===== src/common/frr_pkg.sv =====
// Purpose: constants for the fault response and retry control block
// Assumes: 10 MHz reference clock
// Notes:   response byte layout, codes and the pin propagation mask
package frr_pkg;

  // --------------------------------------------------------------------
  // clock and timing
  // --------------------------------------------------------------------
  localparam int unsigned CLK_HZ          = 10000000;
  localparam int unsigned RETRY_UNIT_US   = 1000;
  localparam int unsigned RETRY_UNIT_CYC  =
    (CLK_HZ / 1000000) * RETRY_UNIT_US;

  // --------------------------------------------------------------------
  // command codes
  // --------------------------------------------------------------------
  localparam logic [7:0]  CMD_PROP_MASK   = 8'hD2;

  // --------------------------------------------------------------------
  // response byte fields
  // --------------------------------------------------------------------
  localparam int unsigned RESP_MSB        = 7;
  localparam int unsigned RESP_LSB        = 6;
  localparam int unsigned RETRY_MSB       = 5;
  localparam int unsigned RETRY_LSB       = 3;
  localparam logic [1:0]  RESP_CONTINUE   = 2'h0;
  localparam logic [1:0]  RESP_SHUTDOWN   = 2'h2;
  localparam logic [2:0]  RETRY_NONE      = 3'h0;
  localparam logic [2:0]  RETRY_FOREVER   = 3'h7;
  localparam logic [7:0]  RESP_RESET      = 8'h80;

  // --------------------------------------------------------------------
  // propagation mask
  // --------------------------------------------------------------------
  localparam logic [15:0] PROP_MASK_RESET = 16'h2993;

  typedef enum logic [1:0] {
    FRR_RUN,
    FRR_OFF,
    FRR_WAIT
  } frr_state_e;

endpackage


===== src/logic/frr_retry_timer.sv =====
// Purpose: retry interval counter, counts delay units between restarts
// Assumes: i_unit_tick is a one-cycle pulse per delay unit
// Notes:   o_done pulses once when the loaded interval has elapsed
`timescale 1ns/100ps
module frr_retry_timer (
  input  wire logic        i_ref_clk,   // clock
  input  wire logic        i_rst,       // sync reset
  input  wire logic        i_load,      // start a new interval
  input  wire logic [15:0] i_units,     // interval in delay units
  input  wire logic        i_unit_tick, // unit enable pulse
  output logic             o_done       // interval elapsed pulse
);
  logic [15:0] cnt_ff;
  logic        run_ff;
  logic        done_ff;
  // one tick beyond the count, so the wait never falls short of the
  // interval whatever the phase of the free-running unit divider
  wire         last = run_ff && i_unit_tick && (cnt_ff == 16'h0000);

  always_ff @(posedge i_ref_clk) begin
    if (i_rst) begin
      cnt_ff  <= 16'h0000;
      run_ff  <= 1'b0;
      done_ff <= 1'b0;
    end else begin
      // a reload drops the end of an older interval
      done_ff <= last && !i_load;
      if (i_load) begin
        cnt_ff <= i_units;
        run_ff <= 1'b1;
      end else if (last) begin
        run_ff <= 1'b0;
      end else if (run_ff && i_unit_tick) begin
        cnt_ff <= cnt_ff - 16'h0001;
      end
    end
  end

  assign o_done = done_ff;
endmodule


===== src/logic/frr_fault_ctrl.sv =====
// Behaviour
// - response continue keeps output regulating
// - response codes 01 and 11 flag fault
// - shutdown code disables output, then retry policy
// - any fault sets latched status flag
// - any fault drives alert active
// - flag held until clear, off/on, or reset
// - no retry keeps output off until clear or off/on
// - unlimited retry restarts until commanded off
// - restart spacing from separate retry delay
// - low three bits of response ignored
// - 16-bit pin propagation mask, default loaded
//
// Purpose: fault response, retry and pin propagation for one fault input
// Assumes: command decode upstream delivers write strobes with data
// Notes:   fault inputs come from analog comparators, so they are synced
`timescale 1ns/100ps
module frr_fault_ctrl (
  input  wire logic        i_ref_clk,      // 10 MHz clock
  input  wire logic        i_rst,          // sync reset, active high
  input  wire logic        i_resp_wr,      // response byte write strobe
  input  wire logic [7:0]  i_resp_wdata,   // response byte data
  input  wire logic        i_cmd_wr,       // word command write strobe
  input  wire logic [7:0]  i_cmd_code,     // command code
  input  wire logic [15:0] i_cmd_wdata,    // word command data
  input  wire logic        i_nvm_load,     // restore mask from nvm
  input  wire logic [15:0] i_nvm_mask,     // stored mask value
  input  wire logic        i_clear_faults, // clear faults pulse
  input  wire logic        i_run_cmd,      // run pin and operation on
  input  wire logic        i_fault,        // monitored fault, async
  input  wire logic [15:0] i_prop_events,  // events for the fault pin
  input  wire logic [15:0] i_retry_delay,  // retry interval, ms units
  output logic [7:0]       o_resp_rdata,   // response byte readback
  output logic [15:0]      o_mask_rdata,   // propagation mask readback
  output logic             o_fault_flag,   // latched status fault bit
  output logic             o_comm_memory_logic_fault, // sticky logic fault
  output logic             o_alert_n,      // alert, active low
  output logic             o_out_en,       // output regulation enable
  output logic             o_fault_pin_n   // fault pin, active low
);

  // --------------------------------------------------------------------
  // input synchronisers
  // --------------------------------------------------------------------
  logic meta_ff;
  logic sync_ff;
  logic prev_ff;

  always_ff @(posedge i_ref_clk) begin
    if (i_rst) begin
      meta_ff <= 1'b0;
      sync_ff <= 1'b0;
      prev_ff <= 1'b0;
    end else begin
      meta_ff <= i_fault;
      sync_ff <= meta_ff;
      prev_ff <= sync_ff;
    end
  end

  logic [15:0] ev_meta_ff;
  logic [15:0] ev_sync_ff;

  always_ff @(posedge i_ref_clk) begin
    if (i_rst) begin
      ev_meta_ff <= 16'h0000;
      ev_sync_ff <= 16'h0000;
    end else begin
      ev_meta_ff <= i_prop_events;
      ev_sync_ff <= ev_meta_ff;
    end
  end

  wire fault_rise = sync_ff && !prev_ff;

  // --------------------------------------------------------------------
  // response setting register
  // --------------------------------------------------------------------
  logic [7:0] resp_ff;
  logic [7:0] nxt_resp;
  logic       logic_flt_ff;

  wire [1:0] wr_resp  =
    i_resp_wdata[frr_pkg::RESP_MSB:frr_pkg::RESP_LSB];
  wire [2:0] wr_retry =
    i_resp_wdata[frr_pkg::RETRY_MSB:frr_pkg::RETRY_LSB];
  wire resp_bad  = (wr_resp != frr_pkg::RESP_CONTINUE) &&
                   (wr_resp != frr_pkg::RESP_SHUTDOWN);
  wire retry_bad = (wr_retry != frr_pkg::RETRY_NONE) &&
                   (wr_retry != frr_pkg::RETRY_FOREVER);
  wire wr_bad    = i_resp_wr && (resp_bad || retry_bad);
  // delay field is stored for readback but never steers anything
  assign nxt_resp = (i_resp_wr && !wr_bad) ? i_resp_wdata : resp_ff;

  always_ff @(posedge i_ref_clk) begin
    if (i_rst) begin
      resp_ff      <= frr_pkg::RESP_RESET;
      logic_flt_ff <= 1'b0;
    end else begin
      resp_ff <= nxt_resp;
      // set wins over a simultaneous clear
      if (wr_bad) begin
        logic_flt_ff <= 1'b1;
      end else if (i_clear_faults) begin
        logic_flt_ff <= 1'b0;
      end
    end
  end

  wire [1:0] resp_code  = resp_ff[frr_pkg::RESP_MSB:frr_pkg::RESP_LSB];
  wire [2:0] retry_code = resp_ff[frr_pkg::RETRY_MSB:frr_pkg::RETRY_LSB];
  wire do_shutdown = (resp_code == frr_pkg::RESP_SHUTDOWN);
  wire do_retry    = (retry_code == frr_pkg::RETRY_FOREVER);

  // --------------------------------------------------------------------
  // propagation mask
  // --------------------------------------------------------------------
  logic [15:0] mask_ff;
  wire mask_wr = i_cmd_wr && (i_cmd_code == frr_pkg::CMD_PROP_MASK);

  always_ff @(posedge i_ref_clk) begin
    if (i_rst) begin
      mask_ff <= frr_pkg::PROP_MASK_RESET;
    end else if (i_nvm_load) begin
      mask_ff <= i_nvm_mask;
    end else if (mask_wr) begin
      mask_ff <= i_cmd_wdata;
    end
  end

  // --------------------------------------------------------------------
  // off/on cycle detect
  // --------------------------------------------------------------------
  logic run_prev_ff;
  always_ff @(posedge i_ref_clk) begin
    if (i_rst) begin
      // idle level of the run input, so reset makes no false turn-on
      run_prev_ff <= 1'b1;
    end else begin
      run_prev_ff <= i_run_cmd;
    end
  end
  wire run_rise = i_run_cmd && !run_prev_ff;

  // --------------------------------------------------------------------
  // latched fault flag and alert
  // --------------------------------------------------------------------
  logic flag_ff;
  logic alert_ff;

  always_ff @(posedge i_ref_clk) begin
    if (i_rst) begin
      flag_ff  <= 1'b0;
      alert_ff <= 1'b0;
    end else begin
      if (fault_rise) begin
        flag_ff  <= 1'b1;
        alert_ff <= 1'b1;
      end else if (i_clear_faults || run_rise) begin
        flag_ff  <= 1'b0;
        // a refused write in the same cycle keeps the alert up
        alert_ff <= wr_bad || (logic_flt_ff && !i_clear_faults);
      end else if (wr_bad) begin
        alert_ff <= 1'b1;
      end
    end
  end

  // --------------------------------------------------------------------
  // retry delay unit tick
  // --------------------------------------------------------------------
  logic [15:0] div_ff;
  logic        tick_ff;
  always_ff @(posedge i_ref_clk) begin
    if (i_rst) begin
      div_ff  <= 16'h0000;
      tick_ff <= 1'b0;
    end else if (div_ff == 16'(frr_pkg::RETRY_UNIT_CYC - 1)) begin
      div_ff  <= 16'h0000;
      tick_ff <= 1'b1;
    end else begin
      div_ff  <= div_ff + 16'h0001;
      tick_ff <= 1'b0;
    end
  end

  // --------------------------------------------------------------------
  // output state machine
  // --------------------------------------------------------------------
  frr_pkg::frr_state_e state_ff;
  frr_pkg::frr_state_e nxt_state;
  logic                timer_done;
  wire                 start_wait;

  always_comb begin
    nxt_state = state_ff;
    case (state_ff)
      frr_pkg::FRR_RUN: begin
        // continue code leaves regulation untouched
        if (fault_rise && do_shutdown) begin
          nxt_state = do_retry ? frr_pkg::FRR_WAIT
                               : frr_pkg::FRR_OFF;
        end
      end
      frr_pkg::FRR_OFF: begin
        if (i_clear_faults || run_rise) begin
          nxt_state = frr_pkg::FRR_RUN;
        end
      end
      frr_pkg::FRR_WAIT: begin
        if (!i_run_cmd || i_clear_faults) begin
          nxt_state = frr_pkg::FRR_RUN;
        end else if (!do_retry) begin
          nxt_state = frr_pkg::FRR_OFF;
        end else if (timer_done) begin
          nxt_state = frr_pkg::FRR_RUN;
        end
      end
      default: nxt_state = frr_pkg::FRR_RUN;
    endcase
  end

  assign start_wait = (state_ff != frr_pkg::FRR_WAIT) &&
                      (nxt_state == frr_pkg::FRR_WAIT);

  frr_retry_timer u_retry (
    .i_ref_clk   (i_ref_clk),
    .i_rst       (i_rst),
    .i_load      (start_wait),
    .i_units     (i_retry_delay),
    .i_unit_tick (tick_ff),
    .o_done      (timer_done)
  );

  logic out_en_ff;
  logic pin_n_ff;

  always_ff @(posedge i_ref_clk) begin
    if (i_rst) begin
      state_ff  <= frr_pkg::FRR_RUN;
      out_en_ff <= 1'b0;
      pin_n_ff  <= 1'b1;
    end else begin
      state_ff  <= nxt_state;
      out_en_ff <= i_run_cmd && (nxt_state == frr_pkg::FRR_RUN);
      pin_n_ff  <= ~(|(mask_ff & ev_sync_ff));
    end
  end

  assign o_resp_rdata  = resp_ff;
  assign o_mask_rdata  = mask_ff;
  assign o_fault_flag  = flag_ff;
  assign o_comm_memory_logic_fault = logic_flt_ff;
  assign o_alert_n     = ~alert_ff;
  assign o_out_en      = out_en_ff;
  assign o_fault_pin_n = pin_n_ff;

endmodule


===== config.mk =====
export PLATFORM = sky130hd
export DESIGN_NAME = frr_fault_ctrl
export DESIGN_NICKNAME = d
export VERILOG_FILES = /design/src/common/frr_pkg.sv /design/src/logic/frr_retry_timer.sv /design/src/logic/frr_fault_ctrl.sv
export SDC_FILE = /design/constraint.sdc
export NUM_CORES = 1
export LEC_CHECK = 0
export ABC_AREA = 1
export BUFFER_PORTS_ARGS = -buffer_cell sky130_fd_sc_hd__buf_4
export CORE_ASPECT_RATIO = 0.75
export CORE_MARGIN = 2
export CORE_UTILIZATION = 23
export DETAILED_ROUTE_END_ITERATION = 8
export PLACE_DENSITY = 0.47
export SETUP_SLACK_MARGIN = 0.02
export SLEW_MARGIN = 20
export SYNTH_ARGS = -nofsm -noshare
export SYNTH_HDL_FRONTEND = slang
export SYNTH_SLANG_ARGS = --single-unit
export TNS_END_PERCENT = 1

===== constraint.sdc =====
create_clock -name i_ref_clk -period 1.9 [get_ports i_ref_clk]
set_input_delay 0.19 -clock i_ref_clk [delete_from_list [all_inputs] [get_ports i_ref_clk]]
set_output_delay 0.19 -clock i_ref_clk [all_outputs]
set_load 0.01 [all_outputs]

# After elaboration in Yosys (flattened, before gate mapping)
# Cells that the tools add are included.
word_totals:
  ff_bits: 102
  input_bits: 88
  output_inout_bits: 29
  elab_cells: 95
classes:
  n_addsub: 2
  eq_ne: 11
  n_mux: 22
  n_bitwise: 3
  n_reduce_logical: 38
ops:
  columns: ["operator", "count"]
  rows:
  - ["16-bit 2-to-1 mux", 5]
  - ["16-bit by 1-bit adder with 16-bit output (second input constant)", 1]
  - ["16-bit AND", 1]
  - ["16-bit by 14-bit == test with 1-bit output (second input constant)", 1]
  - ["16-bit zero test", 1]
  - ["16-bit OR reduction", 1]
  - ["16-bit by 1-bit subtractor with 16-bit output (second input constant)", 1]
  - ["1-bit logical AND", 14]
  - ["2-bit 2-to-1 mux", 6]
  - ["2-bit nonzero test", 6]
  - ["1-bit 2-to-1 mux", 10]
  - ["8-bit == test (second input constant)", 1]
  - ["2-bit == test (second input constant)", 3]
  - ["1-bit zero test", 6]
  - ["2-bit one-hot mux with 3 select lines", 1]
  - ["3-bit nonzero test", 2]
  - ["2-bit zero test", 2]
  - ["1-bit logical OR", 4]
  - ["2-bit inequality test (second input constant)", 2]
  - ["3-bit == test (second input constant)", 1]
  - ["3-bit inequality test (second input constant)", 1]
  - ["2-bit by 1-bit == test with 1-bit output (second input constant)", 1]
  - ["2-bit by 1-bit inequality test with 1-bit output (second input constant)", 1]
  - ["1-bit NOT", 2]
  - ["other kinds (2)", 2]

# Depth between registers and ports, before layout
logic_depth:
  ltp_word: 9
  depth_mapped: 11
  mapped_depth_nobuf: 11

# Modules after synthesis
# From an unflattened synthesis, not the netlist that was laid out.
unflattened:
  cells_unflattened: 684
  area_unflattened_um2: 4692.0
modules_own_cells:
  columns: ["module", "instances", "cells_per_inst", "area_per_inst_um2"]
  rows:
  - ["frr_fault_ctrl", 1, 496, 3465.8]
  - ["frr_retry_timer", 1, 188, 1226.2]

# Worst setup path after synthesis
# Ideal clock, no wire load.
synth_path:
  path_type: "register -> register"
  startpoint: "reg resp_ff[7] (netlist: o_resp_rdata[7])"
  endpoint: "reg u_retry.cnt_ff[11]"
  setup_time_ps: 136
  t_arrival_ps: 1342
  required_time_ps: 1764
  setup_slack_ps: 422
  path_stages_with_launch: 11
  synth_period_minus_slack_ps: 1478
  cell_sequence: "dfxtp_1 -> inv_1 -> nor2_1 -> nand3_1 -> nand2_4 -> nand3_4 -> nand2_4 -> clkinv_2 -> buf_12 -> nand2_1 -> a21oi_2"
synth_via:
  elab_chain_len: 8
  elab_cells_between_ends: 10
  classes_between: "eq/ne: 3; mux: 3; reduce/logical: 4"
synth_rtl:
  columns: ["element", "line", "source"]
  rows:
  - ["start: declaration", "frr_fault_ctrl.sv:79", "logic [7:0] resp_ff;"]
  - ["start signal: assignment", "frr_fault_ctrl.sv:97", "resp_ff <= frr_pkg::RESP_RESET;"]
  - ["start signal: assignment", "frr_fault_ctrl.sv:100", "resp_ff <= nxt_resp;"]
  - ["2-bit == test (*)", "frr_fault_ctrl.sv:112", "wire do_shutdown = (resp_code == frr_pkg::RESP_SHUTDOWN);"]
  - ["1-bit logical AND (*)", "frr_fault_ctrl.sv:200", "if (fault_rise && do_shutdown) begin"]
  - ["2-bit 2-to-1 mux (*)", "frr_fault_ctrl.sv:200", null]
  - ["2-bit one-hot mux with 3 select lines (*)", "frr_fault_ctrl.sv:197", "case (state_ff)"]
  - ["2-bit == test (*)", "frr_fault_ctrl.sv:224", "(nxt_state == frr_pkg::FRR_WAIT);"]
  - ["1-bit logical AND (*)", "frr_fault_ctrl.sv:223", "assign start_wait = (state_ff != frr_pkg::FRR_WAIT) &&"]
  - ["2-bit by 1-bit inequality test with 1-bit output (no source line) or 2-bit nonzero test (tied branches)", null, null]
  - ["2-bit AND reduction (no source line)", null, null]
  - ["end signal: assignment", "frr_retry_timer.sv:29", "cnt_ff <= i_units;"]
  - ["end signal: assignment", "frr_retry_timer.sv:34", "cnt_ff <= cnt_ff - 16'h0001;"]
  - ["end: declaration", "frr_retry_timer.sv:13", "logic [15:0] cnt_ff;"]
# Mark *: on every way between the ends. The rest lies on a longest branch, timed or not.
# A chain may end at the register's enable or synchronous reset.

# Final worst setup path
layout_path:
  startpoint: "reg u_retry.cnt_ff[0]"
  endpoint: "reg u_retry.cnt_ff[11]"
layout_via:
  elab_chain_len: 4
  elab_cells_between_ends: 8
  classes_between: "add/sub: 1; eq/ne: 1; mux: 3; reduce/logical: 3"
layout_rtl:
  columns: ["element", "line"]
  rows:
  - ["16-bit by 1-bit subtractor with 16-bit output or 16-bit zero test (tied branches)", "frr_retry_timer.sv:34, frr_retry_timer.sv:18"]
  - ["16-bit 2-to-1 mux or 1-bit logical AND (tied branches)", "frr_retry_timer.sv:33, frr_retry_timer.sv:18"]
  - ["16-bit 2-to-1 mux or 2-bit by 1-bit inequality test with 1-bit output (tied branches)", null]
  - ["16-bit 2-to-1 mux or 2-bit AND reduction (tied branches)", null]
# Parallel ways exist; a longest one is shown, timed or not. The select of a mux whose other input is x is not followed.

==> metrics.cfg <==
[cts]
clk_pin_slew_ns = 0.08
clk_latency_ns = 0.35
cts-buffers-inserted = 9
cts_tree = yes
cts-htree-levels = 3
cts.sinks = 102
clockRootBuffer = clkbuf_16
clockBufferDepth = 2
cts_hold_buf = 0

[synthesis]
muxShareOfSynthArea = 0
yosys-top-cells-area = dfxtp_1 45%, nand2_1 12%, nor2_1 8.0%
yosysWarnings = 0
synth_xor_xnor_area_share = 0.0229
seq_area_frac_synth = 0.445
synth-compound-area-share = 0.0898
syn_area_um2 = 4590
synth-simple-area-share = 0.336
synth_cells = 642
syn_nets = 733
synth_top_family_by_area = simple AND/OR/NAND/NOR gates
ys_ff_latch = 102
syn_area_per_cell_um2 = 7.14
synth_top_area_share = 0.445
synth_fa_ha_area_frac = 0.00819
ys_types = 37
synth_top_area_cell = dfxtp_1

[global_routing]
grt_max_degree = 60
overflow = 0
grt_pass1_wl_um = 20300
first_global_vias = 4042
track_usage = 0.119
antenna_found_initial = 0

[layout]
syn_to_final_growth_pct = 32.0
final_core_util = 0.311
final_common_cell = nand2_1
antennaDiodeCount = 0
final_nets = 852
layout_common_cells = 145 x nand2_1, 126 x buf_4, 102 x dfxtp_1
drive_gt1_frac = 0.244
fill_cells = 2160

[pwr]
ir_drop_v = 0.000377
p_total_w = 0.00457
combPwrFrac = 0.100
power.density_nw_per_um2 = 754
swShare = 0.258
p_sw_w = 0.00118
clockPowerShare = 0.404
intPower_w = 0.00339
p_leak_nw = 2.89
pwr-share-seq = 0.495

[sta]
skew_ns = 0.0125
setup_tns_ns = 0
fmaxAchievable_ghz = 0.603
fin_crit_ns = 1.66
hold_viol_final = 0
drv_slew = 0
period_share = 0.873
tightest_slew_ns = 0.732
worst_slew_margin_rel = 0.512
holdWs_ns = 0.0325
setup_viol = 0
rsz0062_at_grt = true

[die]
die_w_um = 167
coreArea_um2 = 19400
start_util = 0.236
dieArea_um2 = 21100
chipHeight_um = 126
row_count = 44
num_io_pins = 117

[critical_path]
r2r_slack_ns = 0.24
r2r_cells = 10
crit_type = register to register
start_kind = register
critPathRequiredTime_ns = 2.11
worstPathArrival_ns = 1.87
worstPathMaxFanout = 10
timing.rr.start = u_retry.cnt_ff[0]$_SDFFE_PP0P_
cp-endpoint = u_retry.cnt_ff[11]$_SDFFE_PP0P_
r2r_end = u_retry.cnt_ff[11]$_SDFFE_PP0P_
cp-end-kind = register
crit_path_start = u_retry.cnt_ff[0]$_SDFFE_PP0P_

[route]
ant_nets = 0
drt-total-wl_um = 12100
drc = 0
drt_iter0_markers = 333
first_pass_iters = 4
viasPerCell = 4.13
via_count = 4206
wire_per_inst_um = 11.9

[placed_design]
port_buffers = 116
gp_congestion = 0.823
hpwl_um = 9110

[hold_path]
hold_path.class = primary input to register

[job]
maxCapViolations = 0

[run_status]
status = finished, final reports clean

-- metrics by stage --
step	cells	setup slack (ns)	cell area (µm²)
global route	1019	0.00470	6050
finish	1019	0.241	6050
floorplan	642	0.422	4590
detailed placement	1003	0.176	5750
CTS	1019	0.169	6050
global placement	1003	0.231	5750
-- power by group through the flow --
stage / Sequential [W] / Combinational, W / Clock (W)
after floorplan: 0.00232 / 0.000186 / 0
after global placement: 0.00231 / 0.000466 / 0
after detailed placement: 0.00231 / 0.000465 / 0
after CTS: 0.00226 / 0.000467 / 0.00192
after global routing: 0.00227 / 0.000516 / 0.00200
final: 0.00226 / 0.000459 / 0.00185
-- flip-flops by register name, summed over array words and instances (netlist names), 2 cells and up --
register / cells
ev_sync_ff: 16
u_retry.cnt_ff: 16
o_resp_rdata: 8
o_mask_rdata: 16
div_ff: 16
state_ff: 2
ev_meta_ff: 16
-- worst max-delay path: stages, from the launching register on --
cell     delay [ns]
dfxtp_1        0.32
inv_1          0.14
ha_1           0.22
nand2_1        0.07
nor2_1         0.17
nand2_2        0.10
nand2_4        0.10
nand2_4        0.06
buf_4          0.18
nand3_1        0.10
a21oi_2        0.05
-- cells by family after synthesis --
family / Yosys count
AND/OR/NAND/NOR: 348
buffers and inverters: 111
flip-flops: 102
AO/OA/AOI/OAI: 66
XOR/XNOR: 12
adder cells (fa/ha/maj): 3
-- metal layers --
metal | GRT usage | vias to the layer above | routed length (µm)
li1 | - | 2253 | -
met1 | 0.171 | 1840 | 6410
met2 | 0.173 | 101 | 4790
met3 | 0.0352 | 12 | 777
met4 | 0.0304 | 0 | 136
met5 | 0 | - | 0
-- synthesized netlist by cell type, drive strengths merged --
cell / count
ha: 3
clkinv: 2
buf: 7
inv: 91
xor2: 7
o21ai: 20
or2: 13
a32oi: 1
xnor2: 5
nand4: 14
a221oi: 3
nand3: 47
a21oi: 31
nor2: 102
nor4: 2
a31oi: 1
nand3b: 2
dfxtp: 102
nand2: 157
o211ai: 8
nor3b: 1
nor3: 10
a22o: 2
clkbuf: 11
-- area by class of cell --
type | instances | area (µm²) | share of cell area
repair buffers | 126 | 946 | 0.156
clock buffers | 9 | 225 | 0.0372
inverters | 93 | 352 | 0.0581
flip-flops and latches | 102 | 2040 | 0.337
multi-input cells | 429 | 2090 | 0.346
well taps | 253 | 317 | 0.0523
clock inverters | 7 | 77.6 | 0.0128
-- worst min-delay path by stage --
stage,startpoint,endpoint,slack [ns],depth (start not counted)
finish,i_prop_events[9],ev_meta_ff[9]$_SDFF_PP0_,0.03,3
global route,i_prop_events[3],ev_meta_ff[3]$_SDFF_PP0_,0.03,3
CTS,i_prop_events[5],ev_meta_ff[5]$_SDFF_PP0_,0.02,3
detailed placement,ev_meta_ff[10]$_SDFF_PP0_,ev_sync_ff[10]$_SDFF_PP0_,0.39,2
global placement,ev_meta_ff[8]$_SDFF_PP0_,ev_sync_ff[8]$_SDFF_PP0_,0.39,2
floorplan,i_run_cmd,run_prev_ff$_SDFF_PP1_,0.29,2
-- repair_timing --
item	4_1_cts	5_1_grt
endpoints found under the setup margin	0	3
resized for setup	0	1
buffers inserted	0	0
Power figures use the tool's default switching activity.
